--- src/fgc_pkg.sv ---
// constants shared by the gauge second-configuration block
package fgc_pkg;
  // register map, byte addresses on the plain register port
  localparam logic [7:0]  CFG_ADDR      = 8'hbb;
  localparam logic [7:0]  IRQ_STAT_ADDR = 8'hc0;
  localparam logic [7:0]  IRQ_MASK_ADDR = 8'hc1;
  localparam logic [7:0]  ACT_ADDR      = 8'hc2;
  // field positions of gauge_config_second
  localparam int          B_PRED   = 13;
  localparam int          B_PEAK   = 12;
  localparam int          B_PWR_LO = 8;
  localparam int          B_SOC    = 7;
  localparam int          B_TEMP   = 6;
  localparam int          B_LD     = 5;
  localparam int          B_RLX_LO = 2;
  localparam int          B_CP     = 1;
  // reset value and the writable / readable positions
  localparam logic [15:0] CFG_RESET = 16'h3440;
  localparam logic [15:0] CFG_WMASK = 16'h3fee;
  // interrupt status bit positions
  localparam int          IRQ_MODEL = 0;
  localparam int          IRQ_SOC   = 1;
  localparam int          IRQ_TEMP  = 2;
  localparam int          IRQ_W     = 3;
  localparam logic [2:0]  IRQ_RESET = 3'h0;
  // power time constant is 2^field units of 45 s / 2^6
  localparam logic [15:0] PWR_TC_ONE   = 16'h0001;
  // relax window edges in minutes: 0.8 h and 1.6 h times 2^field
  localparam logic [9:0]  RLX_MIN_BASE = 10'h030;
  localparam logic [9:0]  RLX_MAX_BASE = 10'h060;
  // divider steps in the constant-power scaler
  localparam logic [5:0]  DIV_STEPS    = 6'h20;
endpackage

--- src/fgc_scale_if.sv ---
// request and answer between the register block and the scaler
interface fgc_scale_if;
  logic               start;
  logic signed [15:0] cur;
  logic        [15:0] vcell;
  logic        [15:0] empty_voltage_threshold;
  logic               busy;
  logic               done;
  logic signed [15:0] result;
  modport master (output start, cur, vcell, empty_voltage_threshold, input busy, done, result);
  modport unit   (input start, cur, vcell, empty_voltage_threshold, output busy, done, result);
endinterface

--- src/fgc_cp_scale.sv ---
// constant-power current scaler: cur * v / (v + ve) / 2
module fgc_cp_scale
  import fgc_pkg::*;
(
  input  wire logic   sys_clk_i, // system clock
  input  wire logic   rst_i,     // async reset, high
  input  wire logic   ce_i,      // clock enable
  fgc_scale_if.unit   sc         // request and answer
);
  typedef struct packed {
    logic               busy;
    logic [5:0]         cnt;
    logic [32:0]        rem;
    logic [31:0]        quo;
    logic [16:0]        den;
    logic               neg;
    logic               done;
    logic signed [15:0] result;
  } fgc_scale_st_t;

  fgc_scale_st_t st;
  fgc_scale_st_t next_st;

  // restoring division, one quotient bit a cycle
  always_comb begin
    logic [15:0] mag;
    logic [32:0] trial;
    logic [15:0] q;
    mag = 16'h0000;
    trial = 33'h0;
    q = 16'h0000;
    next_st = st;
    next_st.done = 1'b0;
    if (st.busy) begin
      trial = {st.rem[31:0], st.quo[31]};
      next_st.quo = {st.quo[30:0], 1'b0};
      if (trial >= {16'h0000, st.den}) begin
        trial = trial - {16'h0000, st.den};
        next_st.quo[0] = 1'b1;
      end
      next_st.rem = trial;
      next_st.cnt = st.cnt - 6'h01;
      if (st.cnt == 6'h01) begin
        next_st.busy = 1'b0;
        next_st.done = 1'b1;
        q = (st.den == 17'h0) ? 16'h0000 : next_st.quo[16:1]; // halved
        next_st.result = st.neg ? -$signed(q) : $signed(q);
      end
    end else if (sc.start) begin
      mag = sc.cur[15] ? 16'(-sc.cur) : sc.cur;
      next_st.busy = 1'b1;
      next_st.cnt = DIV_STEPS;
      next_st.rem = 33'h0;
      next_st.quo = mag * sc.vcell;
      next_st.den = {1'b0, sc.vcell} + {1'b0, sc.empty_voltage_threshold};
      next_st.neg = sc.cur[15];
    end
  end

  always_ff @(posedge sys_clk_i or posedge rst_i) begin
    if (rst_i) begin
      st <= '0;
    end else if (ce_i) begin
      st <= next_st;
    end
  end

  assign sc.busy = st.busy;
  assign sc.done = st.done;
  assign sc.result = st.result;
endmodule

--- src/fgc_gauge_config_second.sv ---
// gauge second configuration register with alert, model-load and scaling logic
// Notes on behaviour
// - a changed enable takes effect at the next gauge task tick, within one task period.
// - with the prediction enable at zero the prediction engine is stopped; reset value one.
// - with the peak-power enable at zero the peak-power engine is stopped; reset value one.
// - the power filter field sets the time constant to 45 s times 2 to the field minus six.
// - the alert follows the charge-change flag only while its enable is one; reset zero.
// - temperature alerts pass only while their enable is one; reset one.
// - software sets the model-load position, firmware clears it when processing ends.
// - the relax field picks a window of 0.8 h times 2 to the field up to twice that.
// - with constant power the current is scaled by v over v plus empty voltage, halved.
module fgc_gauge_config_second
  import fgc_pkg::*;
(
  input  wire logic               sys_clk_i,                 // system clock, 125 MHz
  input  wire logic               rst_i,                     // async reset, high
  input  wire logic               ce_i,                      // clock enable, freezes state
  input  wire logic [7:0]         addr_i,                    // register address
  input  wire logic [15:0]        wdata_i,                   // write data
  input  wire logic               wr_i,                      // write strobe
  input  wire logic               rd_i,                      // read strobe
  output      logic [15:0]        rdata_o,                   // read data, cycle after rd_i
  input  wire logic               task_tick_i,               // gauge task period tick
  input  wire logic               fw_model_done_i,           // firmware ends model load
  input  wire logic               charge_change_flag_i,      // charge-change status flag
  input  wire logic               temp_alert_event_i,        // raw temperature alert
  input  wire logic signed [15:0] load_current_i,            // prediction or average current
  input  wire logic [15:0]        filtered_cell_voltage_i,   // averaged cell voltage
  input  wire logic [15:0]        empty_voltage_threshold_i, // empty voltage, same scale
  output      logic               prediction_calc_enable_o,  // prediction engine run
  output      logic               peak_power_calc_enable_o,  // peak-power engine run
  output      logic [3:0]         power_filter_constant_o,   // applied filter field
  output      logic [15:0]        power_time_const_o,        // time constant, 703.125 ms units
  output      logic               temperature_alert_enable_o, // applied temp enable
  output      logic               model_load_request_o,      // model load pending
  output      logic [1:0]         deep_relax_window_o,       // applied relax field
  output      logic [9:0]         relax_min_minutes_o,       // relax window lower edge
  output      logic [9:0]         relax_max_minutes_o,       // relax window upper edge
  output      logic               constant_power_select_o,   // applied constant-power mode
  output      logic signed [15:0] estimate_current_o,        // current for time estimates
  output      logic               alert_o,                   // gated alert output
  output      logic               irq_o                      // interrupt level
);
  typedef struct packed {
    logic [15:0]        cfg;
    logic [15:0]        act;
    logic [IRQ_W-1:0]   stat;
    logic [IRQ_W-1:0]   mask;
    logic [15:0]        rdata;
    logic [15:0]        pwr_tc;
    logic [9:0]         rlx_min;
    logic [9:0]         rlx_max;
    logic               start;
    logic signed [15:0] raw;
    logic signed [15:0] est;
    logic               alert;
    logic               irq;
  } fgc_cfg_st_t;

  fgc_cfg_st_t st;
  fgc_cfg_st_t next_st;
  fgc_scale_if sc ();

  // scaler request: current from the latched sample, voltages straight from the inputs
  assign sc.start = st.start;
  assign sc.cur = st.raw;
  assign sc.vcell = filtered_cell_voltage_i;
  assign sc.empty_voltage_threshold = empty_voltage_threshold_i;

  fgc_cp_scale u_scale (
    .sys_clk_i (sys_clk_i),
    .rst_i     (rst_i),
    .ce_i      (ce_i),
    .sc        (sc)
  );

  // next state of the whole block
  always_comb begin
    logic             cfg_wr;
    logic [IRQ_W-1:0] ev;
    cfg_wr = wr_i && (addr_i == CFG_ADDR);
    ev = '0;
    next_st = st;
    next_st.start = 1'b0;
    next_st.rdata = 16'h0000;
    // software write: reserved positions never stored
    if (cfg_wr) begin
      next_st.cfg = (wdata_i & CFG_WMASK) | (st.cfg & 16'(1 << B_LD));
      next_st.cfg[B_LD] = st.cfg[B_LD] | wdata_i[B_LD];
    end
    // firmware clear loses to a same-cycle software set
    if (fw_model_done_i && st.cfg[B_LD] && !(cfg_wr && wdata_i[B_LD])) begin
      next_st.cfg[B_LD] = 1'b0;
      ev[IRQ_MODEL] = 1'b1;
    end
    // configuration takes effect at the task tick
    if (task_tick_i) begin
      next_st.act = next_st.cfg;
      next_st.pwr_tc = PWR_TC_ONE << next_st.cfg[B_PWR_LO +: 4];
      next_st.rlx_min = RLX_MIN_BASE << next_st.cfg[B_RLX_LO +: 2];
      next_st.rlx_max = RLX_MAX_BASE << next_st.cfg[B_RLX_LO +: 2];
      if (!sc.busy && !st.start) begin
        next_st.start = 1'b1;
        next_st.raw = load_current_i;
      end
    end
    // estimate current chosen by the applied mode
    if (sc.done) begin
      next_st.est = st.act[B_CP] ? sc.result : st.raw;
    end
    // gated alerts set sticky status
    ev[IRQ_SOC] = charge_change_flag_i && st.act[B_SOC];
    ev[IRQ_TEMP] = temp_alert_event_i && st.act[B_TEMP];
    next_st.alert = ev[IRQ_SOC] || ev[IRQ_TEMP];
    if (wr_i && (addr_i == IRQ_STAT_ADDR)) begin
      next_st.stat = st.stat & ~wdata_i[IRQ_W-1:0];
    end else if (wr_i && (addr_i == IRQ_MASK_ADDR)) begin
      next_st.mask = wdata_i[IRQ_W-1:0];
    end
    next_st.stat = next_st.stat | ev;
    next_st.irq = |(next_st.stat & next_st.mask);
    // read data, zero for unmapped addresses
    if (rd_i) begin
      if (addr_i == CFG_ADDR) begin
        next_st.rdata = st.cfg & CFG_WMASK;
      end else if (addr_i == IRQ_STAT_ADDR) begin
        next_st.rdata = {13'h0000, st.stat};
      end else if (addr_i == IRQ_MASK_ADDR) begin
        next_st.rdata = {13'h0000, st.mask};
      end else if (addr_i == ACT_ADDR) begin
        next_st.rdata = st.act;
      end
    end
  end

  // state register
  always_ff @(posedge sys_clk_i or posedge rst_i) begin
    if (rst_i) begin
      st.cfg <= CFG_RESET;
      st.act <= CFG_RESET;
      st.stat <= IRQ_RESET;
      st.mask <= IRQ_RESET;
      st.rdata <= 16'h0000;
      st.pwr_tc <= PWR_TC_ONE << CFG_RESET[B_PWR_LO +: 4];
      st.rlx_min <= RLX_MIN_BASE << CFG_RESET[B_RLX_LO +: 2];
      st.rlx_max <= RLX_MAX_BASE << CFG_RESET[B_RLX_LO +: 2];
      st.start <= 1'b0;
      st.raw <= 16'sh0000;
      st.est <= 16'sh0000;
      st.alert <= 1'b0;
      st.irq <= 1'b0;
    end else if (ce_i) begin
      st <= next_st;
    end
  end

  // outputs straight from state
  assign rdata_o = st.rdata;
  assign prediction_calc_enable_o = st.act[B_PRED];
  assign peak_power_calc_enable_o = st.act[B_PEAK];
  assign power_filter_constant_o = st.act[B_PWR_LO +: 4];
  assign power_time_const_o = st.pwr_tc;
  assign temperature_alert_enable_o = st.act[B_TEMP];
  assign model_load_request_o = st.cfg[B_LD];
  assign deep_relax_window_o = st.act[B_RLX_LO +: 2];
  assign relax_min_minutes_o = st.rlx_min;
  assign relax_max_minutes_o = st.rlx_max;
  assign constant_power_select_o = st.act[B_CP];
  assign estimate_current_o = st.est;
  assign alert_o = st.alert;
  assign irq_o = st.irq;
endmodule

--- config.mk ---
export PLATFORM = sky130hd
export DESIGN_NAME = fgc_gauge_config_second
export DESIGN_NICKNAME = d
export VERILOG_FILES = /design/src/fgc_pkg.sv /design/src/fgc_scale_if.sv /design/src/fgc_cp_scale.sv /design/src/fgc_gauge_config_second.sv
export SDC_FILE = /design/constraint.sdc
export NUM_CORES = 1
export LEC_CHECK = 0
export BUFFER_PORTS_ARGS = -buffer_cell sky130_fd_sc_hd__clkbuf_2
export CORE_ASPECT_RATIO = 1.2
export CORE_MARGIN = 1.5
export CORE_UTILIZATION = 48
export DETAILED_ROUTE_END_ITERATION = 8
export PLACE_DENSITY_LB_ADDON = 0.1
export SKIP_LAST_GASP = 1
export SLEW_MARGIN = 20
export SYNTH_ARGS = -nofsm -noshare
export SYNTH_HDL_FRONTEND = slang
export SYNTH_SLANG_ARGS = --single-unit
--- constraint.sdc ---
create_clock -name sys_clk_i -period 7.2 [get_ports sys_clk_i]
set_input_delay 0.36 -clock sys_clk_i [delete_from_list [all_inputs] [get_ports sys_clk_i]]
set_output_delay 0.36 -clock sys_clk_i [all_outputs]
set_load 0.01 [all_outputs]
Word level (Yosys, flattened, before mapping)
Index checks and enable logic that the tools add are counted.
- output and inout bits: 81
- bits of input ports: 81
- flip-flop bits (word level): 231
- logic and storage cells: 89
- eq/ne operators: 5
- order comparisons: 1
- multiplexer cells: 24
- reductions and logical operators: 22
- shift-type cells: 3
- bitwise logic cells: 7
- multipliers: 1
- add/subtract/negate cells: 5
- operators by type and width (cell ; number):
    two-way mux 16 bit ; 10
    two-way mux 90 bit ; 1
    two-way mux 72 bit ; 1
    two-way mux 17 bit ; 4
    greater-or-equal comparator 33 x 17 -> 1 bit ; 1
    two-way mux 33 bit ; 1
    subtractor 33 x 17 -> 33 bit ; 1
    == test 8 bit (second input constant) ; 4
    multiplier 16 x 16 -> 32 bit ; 1
    negator 16 bit ; 2
    adder 16 x 16 -> 17 bit ; 1
    zero test 17 bit ; 1
    left shift 1 x 4 -> 16 bit (first input constant) ; 1
    OR 14 x 6 -> 14 bit ; 1
    left shift 6 x 2 -> 10 bit (first input constant) ; 1
    left shift 7 x 2 -> 10 bit (first input constant) ; 1
    logical AND 1 bit ; 9
    two-way mux 3 bit ; 3
    AND reduction 3 bit ; 3
    AND 3 bit ; 2
    == test 6 x 1 -> 1 bit (second input constant) ; 1
    AND reduction 2 bit ; 3
    subtractor 6 x 1 -> 6 bit (second input constant) ; 1
    two-way mux 1 bit ; 4
    other kinds (8) ; 10

Longest topological paths before layout
- depth after elaboration: 9
- gate-level depth with buffers: 29
- depth with buffers taken out: 28

Hierarchy
A second synthesis with hierarchy kept.
- cell total of the unflattened synthesis: 2308
- area total of the unflattened synthesis: 20965.1 um^2
- by module, submodules not included (module ; times used ; cells an instance ; area each (um^2) ; sequential area each (um^2)):
    fgc_cp_scale ; 1 ; 1787 ; 15386.0 ; 2652.5
    fgc_gauge_config_second ; 1 ; 521 ; 5579.1 ; 2741.4

Least setup slack after synthesis
Ideal clock, no wire load.
- path kind: reg-to-reg
- start point: register st (netlist bit sc.cur[5])
- end point: register u_scale.st[65] in the netlist's numbering
- slack: -0.354 ns
- setup time: 0.126 ns
- arrival: 7.428 ns
- path buffers: 1
- cell stages (with the launch flop): 26
- clock period less this slack: 7.554 ns
- cells stage by stage: dfrtp_1 -> or4_1 -> or4_1 -> o31ai_1 -> xnor2_1 -> clkbuf_1 -> nand2_1 -> fa_1 -> fa_1 -> inv_1 -> fa_1 -> fa_1 -> fa_1 -> inv_1 -> fa_1 -> inv_1 -> ha_1 -> a21oi_1 -> nand2_1 -> a211oi_1 -> a21oi_1 -> a31oi_1 -> o21bai_1 -> mux2i_1 -> a21oi_1 -> a221o_1
- longest elaborated chain between the ends: 5
- ends and longest elaborated chain (what ; RTL line ; text):
    start: declaration ; fgc_gauge_config_second.sv:60 ; fgc_cfg_st_t st;
    start signal: assignment ; fgc_gauge_config_second.sv:153 ; st <= next_st;
    negator 16 bit ; fgc_cp_scale.sv:50 ; mag = sc.cur[15] ? 16'(-sc.cur) : sc.cur;
    two-way mux 16 bit (*) ; fgc_cp_scale.sv:50 ;
    multiplier 16 x 16 -> 32 bit (*) ; fgc_cp_scale.sv:54 ; next_st.quo = mag * sc.vcell;
    two-way mux 90 bit (*) ; fgc_cp_scale.sv:49 ; end else if (sc.start) begin
    two-way mux 72 bit (*) ; fgc_cp_scale.sv:34 ; if (st.busy) begin
    end signal: assignment ; fgc_cp_scale.sv:64 ; st <= next_st;
    end: declaration ; fgc_cp_scale.sv:21 ; fgc_scale_st_t st;
Every way passes the cells marked *; elsewhere a longest branch is shown, timed or not. The select of a mux whose other input is x is not followed.
A chain may end at the register's enable or synchronous reset.

Final worst setup path
- start point: register st (netlist bit sc.cur[7])
- end point: register u_scale.st[65] in the netlist's numbering
The elaborated chain is that of the path after synthesis.

==> metrics.txt <==
crit-path max FO 5; Area Overhead vs Synth 13.23%; Final period util 1.018; CTS root buffer clkbuf_16; largest area contributor in the netlist dfrtp_1; Critical Path Source Type flip-flop; Antenna Cells 0; EDFF count, synth 0; initial antenna violation count 0; Cell variety after synth 80; Yosys warnings 0; layout cell share with drive strength beyond 1 0.1758; failing checks negative hold slack, negative setup slack; Post-Place Setup Slack -250.0 ps; vias in the first global route 16770; DIE AREA 0.04403 mm2; H-tree levels 1; Final Instance Area 0.02324 mm2; Critical Path AT 7730 ps; drt pass-1 iters 5; cell row count 82; total wire length 51570 um; HP Class primary input to async pin; Core Util, Final 0.5539; chip width 191.8 um; status finished with violations; layout filler cell count 3832; Avg Cell Area, Syn 8.953 um2; Final #Nets 2832; GRT Util Overall 0.2423; first-pass GRT wire length 86080 um; clock slew at reported path FFs 70 ps; RSZ-0062 raised after global routing true; Min Hold Slack -10.59 ps; commonest non-fill, non-tap cell in the layout nand2_1; maximum number of pins on one net before global-route repair 153; TritonCTS clock tree yes; post-DP HPWL 39930 um; core area 0.04196 mm2; Synth top area share 0.2487; Die H 229.6 um; Placed Area 0.02194 mm2; Routed Antenna Nets 0; Syn Inst Count 2293; Max Cap Viol 0; Top-Level Pins 162; register area 0.005394 mm2; initial DRC count 762; synthesized flop and latch total 215; Primary FF master, synth dfrtp_1; final hold vios 7; Num CTS Buffers 23; clk buf depth 3; Avg Vias per Cell 5.415; fmax 136.4 MHz; via count 16110; sequential share of the synthesized area 0.2627; type of element capturing the critical path flip-flop; # setup viols final 2; gr ovfl total 0; Slew headroom 0.2800; Total Negative Setup Slacks -159.9 ps; synthesized cell area 0.02053 mm2; most frequent cells in the layout nand2_1 (346), inv_1 (270), dfrtp_1 (204); Port-buffer cells 148; Multi-input gate area 0.01365 mm2; drt drc 0; placer congestion estimate 0.8741; drt wl/cell 17.34 um; ys async rst share 1.000; Initial Utilization 0.4892; Sink Count 215; final setup skew 15.38 ps; worst setup path class flip-flop to flip-flop; final worst slack -129.9 ps; pin slew with the least headroom to its limit 1080 ps; Worst EP required 7600 ps; largest cells by area after synthesis dfrtp_1 (25%), fa_1 (19%), ha_1 (8.7%), nand2_1 (6.4%), inv_1 (5.2%); Max Transition Viols Final 0; Final min period 7330 ps; clk_lat worst skew 530 ps
==> metal layers <==
layer / GRT usage / wire length [um] / share of wire / up-vias
met5: 0 / 0 / 0 / -
met4: 0.06494 / 1167 / 0.023 / 0
met3: 0.03003 / 1802 / 0.035 / 69
met2: 0.4297 / 26540 / 0.51 / 272
met1: 0.3084 / 22070 / 0.43 / 8070
li1: - / - / - / 7699
==> cells in the mapped netlist, drive strengths merged (18+ instances only) <==
cell    count
o21ai     140
a21oi      84
and2      119
nor2      102
inv       283
a31oi      19
xor2       26
mux2i      32
mux2       29
nor3       36
nor2b      24
o31ai      19
ha        143
xnor2      55
a22oi      19
fa        196
nand3      18
buf        87
clkbuf     85
nand2     352
dfrtp     204
a21o       22
==> stage by stage <==
step | cells | hold WS (ps)
final | 2975 | -10.59
after global routing | 2975 | 39.40
after CTS | 2962 | 28.41
after detailed placement | 2916 | 462.6
after global placement | 2916 | 456.6
after floorplan | 2302 | 443.0
==> registers in the layout, indices dropped and copies added, names as in the netlist, 2 cells and up <==
register                 count
deep_relax_window_o          2
estimate_current_o          16
power_filter_constant_o      4
power_time_const_o          16
rdata_o                     16
relax_min_minutes_o          4
sc.cur                      16
st                          27
u_scale.sc.result           16
u_scale.st                  88
==> worst paths after layout <==
check | start | end | slack, ps | depth (start not counted)
worst max-delay path | sc.cur[7]$_DFFE_PP0P_ | u_scale.st[65]$_DFFE_PP0P_ | -130 | 25
worst min-delay path | rst_i | power_time_const_o[5]$_DFFE_PP0P_ | -10 | 2
worst max register to register | sc.cur[7]$_DFFE_PP0P_ | u_scale.st[65]$_DFFE_PP0P_ | -130 | 25
worst min register to register | relax_min_minutes_o[4]$_DFFE_PP1P_ | relax_min_minutes_o[4]$_DFFE_PP1P_ | 480 | 2
max in group asynchronous | rst_i | u_scale.sc.result[11]$_DFFE_PP0P_ | 5860 | 3
min in group sys_clk_i | wdata_i[6] | temperature_alert_enable_o$_DFFE_PP1P_ | 50 | 3
==> kinds of logic (layout without fill, tap and decap cells) <==
logic type                 after synthesis  after routing  share of synthesized area
AOI/OAI and AO/OA                      413            413                     0.1300
xor gates and xnor gates                81             81                    0.03456
and+or+nand+nor                        727            727                     0.1650
muxes                                   61             61                    0.03169
buffers and inverters                  456            583                    0.09751
adders and majority gates              339            339                     0.2783
DFF                                    215            215                     0.2627
other                                    1             10                  0.0001827
==> critical path, stage by stage (launching register included) <==
cell and delay [ps]:
dfrtp_1 380, or4_4 540, or4_4 480, o31ai_4 340, xnor2_4 160, and2_4 190, fa_1 560, inv_2 50
fa_1 530, inv_1 50, fa_1 520, fa_2 450, fa_1 560, inv_2 40, fa_1 480, inv_1 40
ha_2 170, a21o_1 190, a21o_1 200, a32oi_2 170, a21oi_2 90, a221o_1 340, o21bai_4 180, mux2i_1 150
a21oi_1 80, a221o_1 270
==> final cells by class <==
| cell class | instances | area share |
|---|---|---|
| inverter | 284 | 0.04640 |
| multi-input combinational | 1631 | 0.5871 |
| clock inverter | 5 | 0.002638 |
| clock buffer | 37 | 0.02874 |
| timing repair buffer | 257 | 0.07369 |
| sequential | 215 | 0.2320 |
| tap | 546 | 0.02939 |
==> timing repair <==
action                     in CTS  in global routing
pin swaps                      30                 82
hold buffers                    0                  0
resized for setup              29                 70
setup buffers                   4                 13
setup endpoints to repair      12                 16
Power is not shown: default switching activity piles up to over one toggle a cycle in this logic, so the estimate is an artifact.
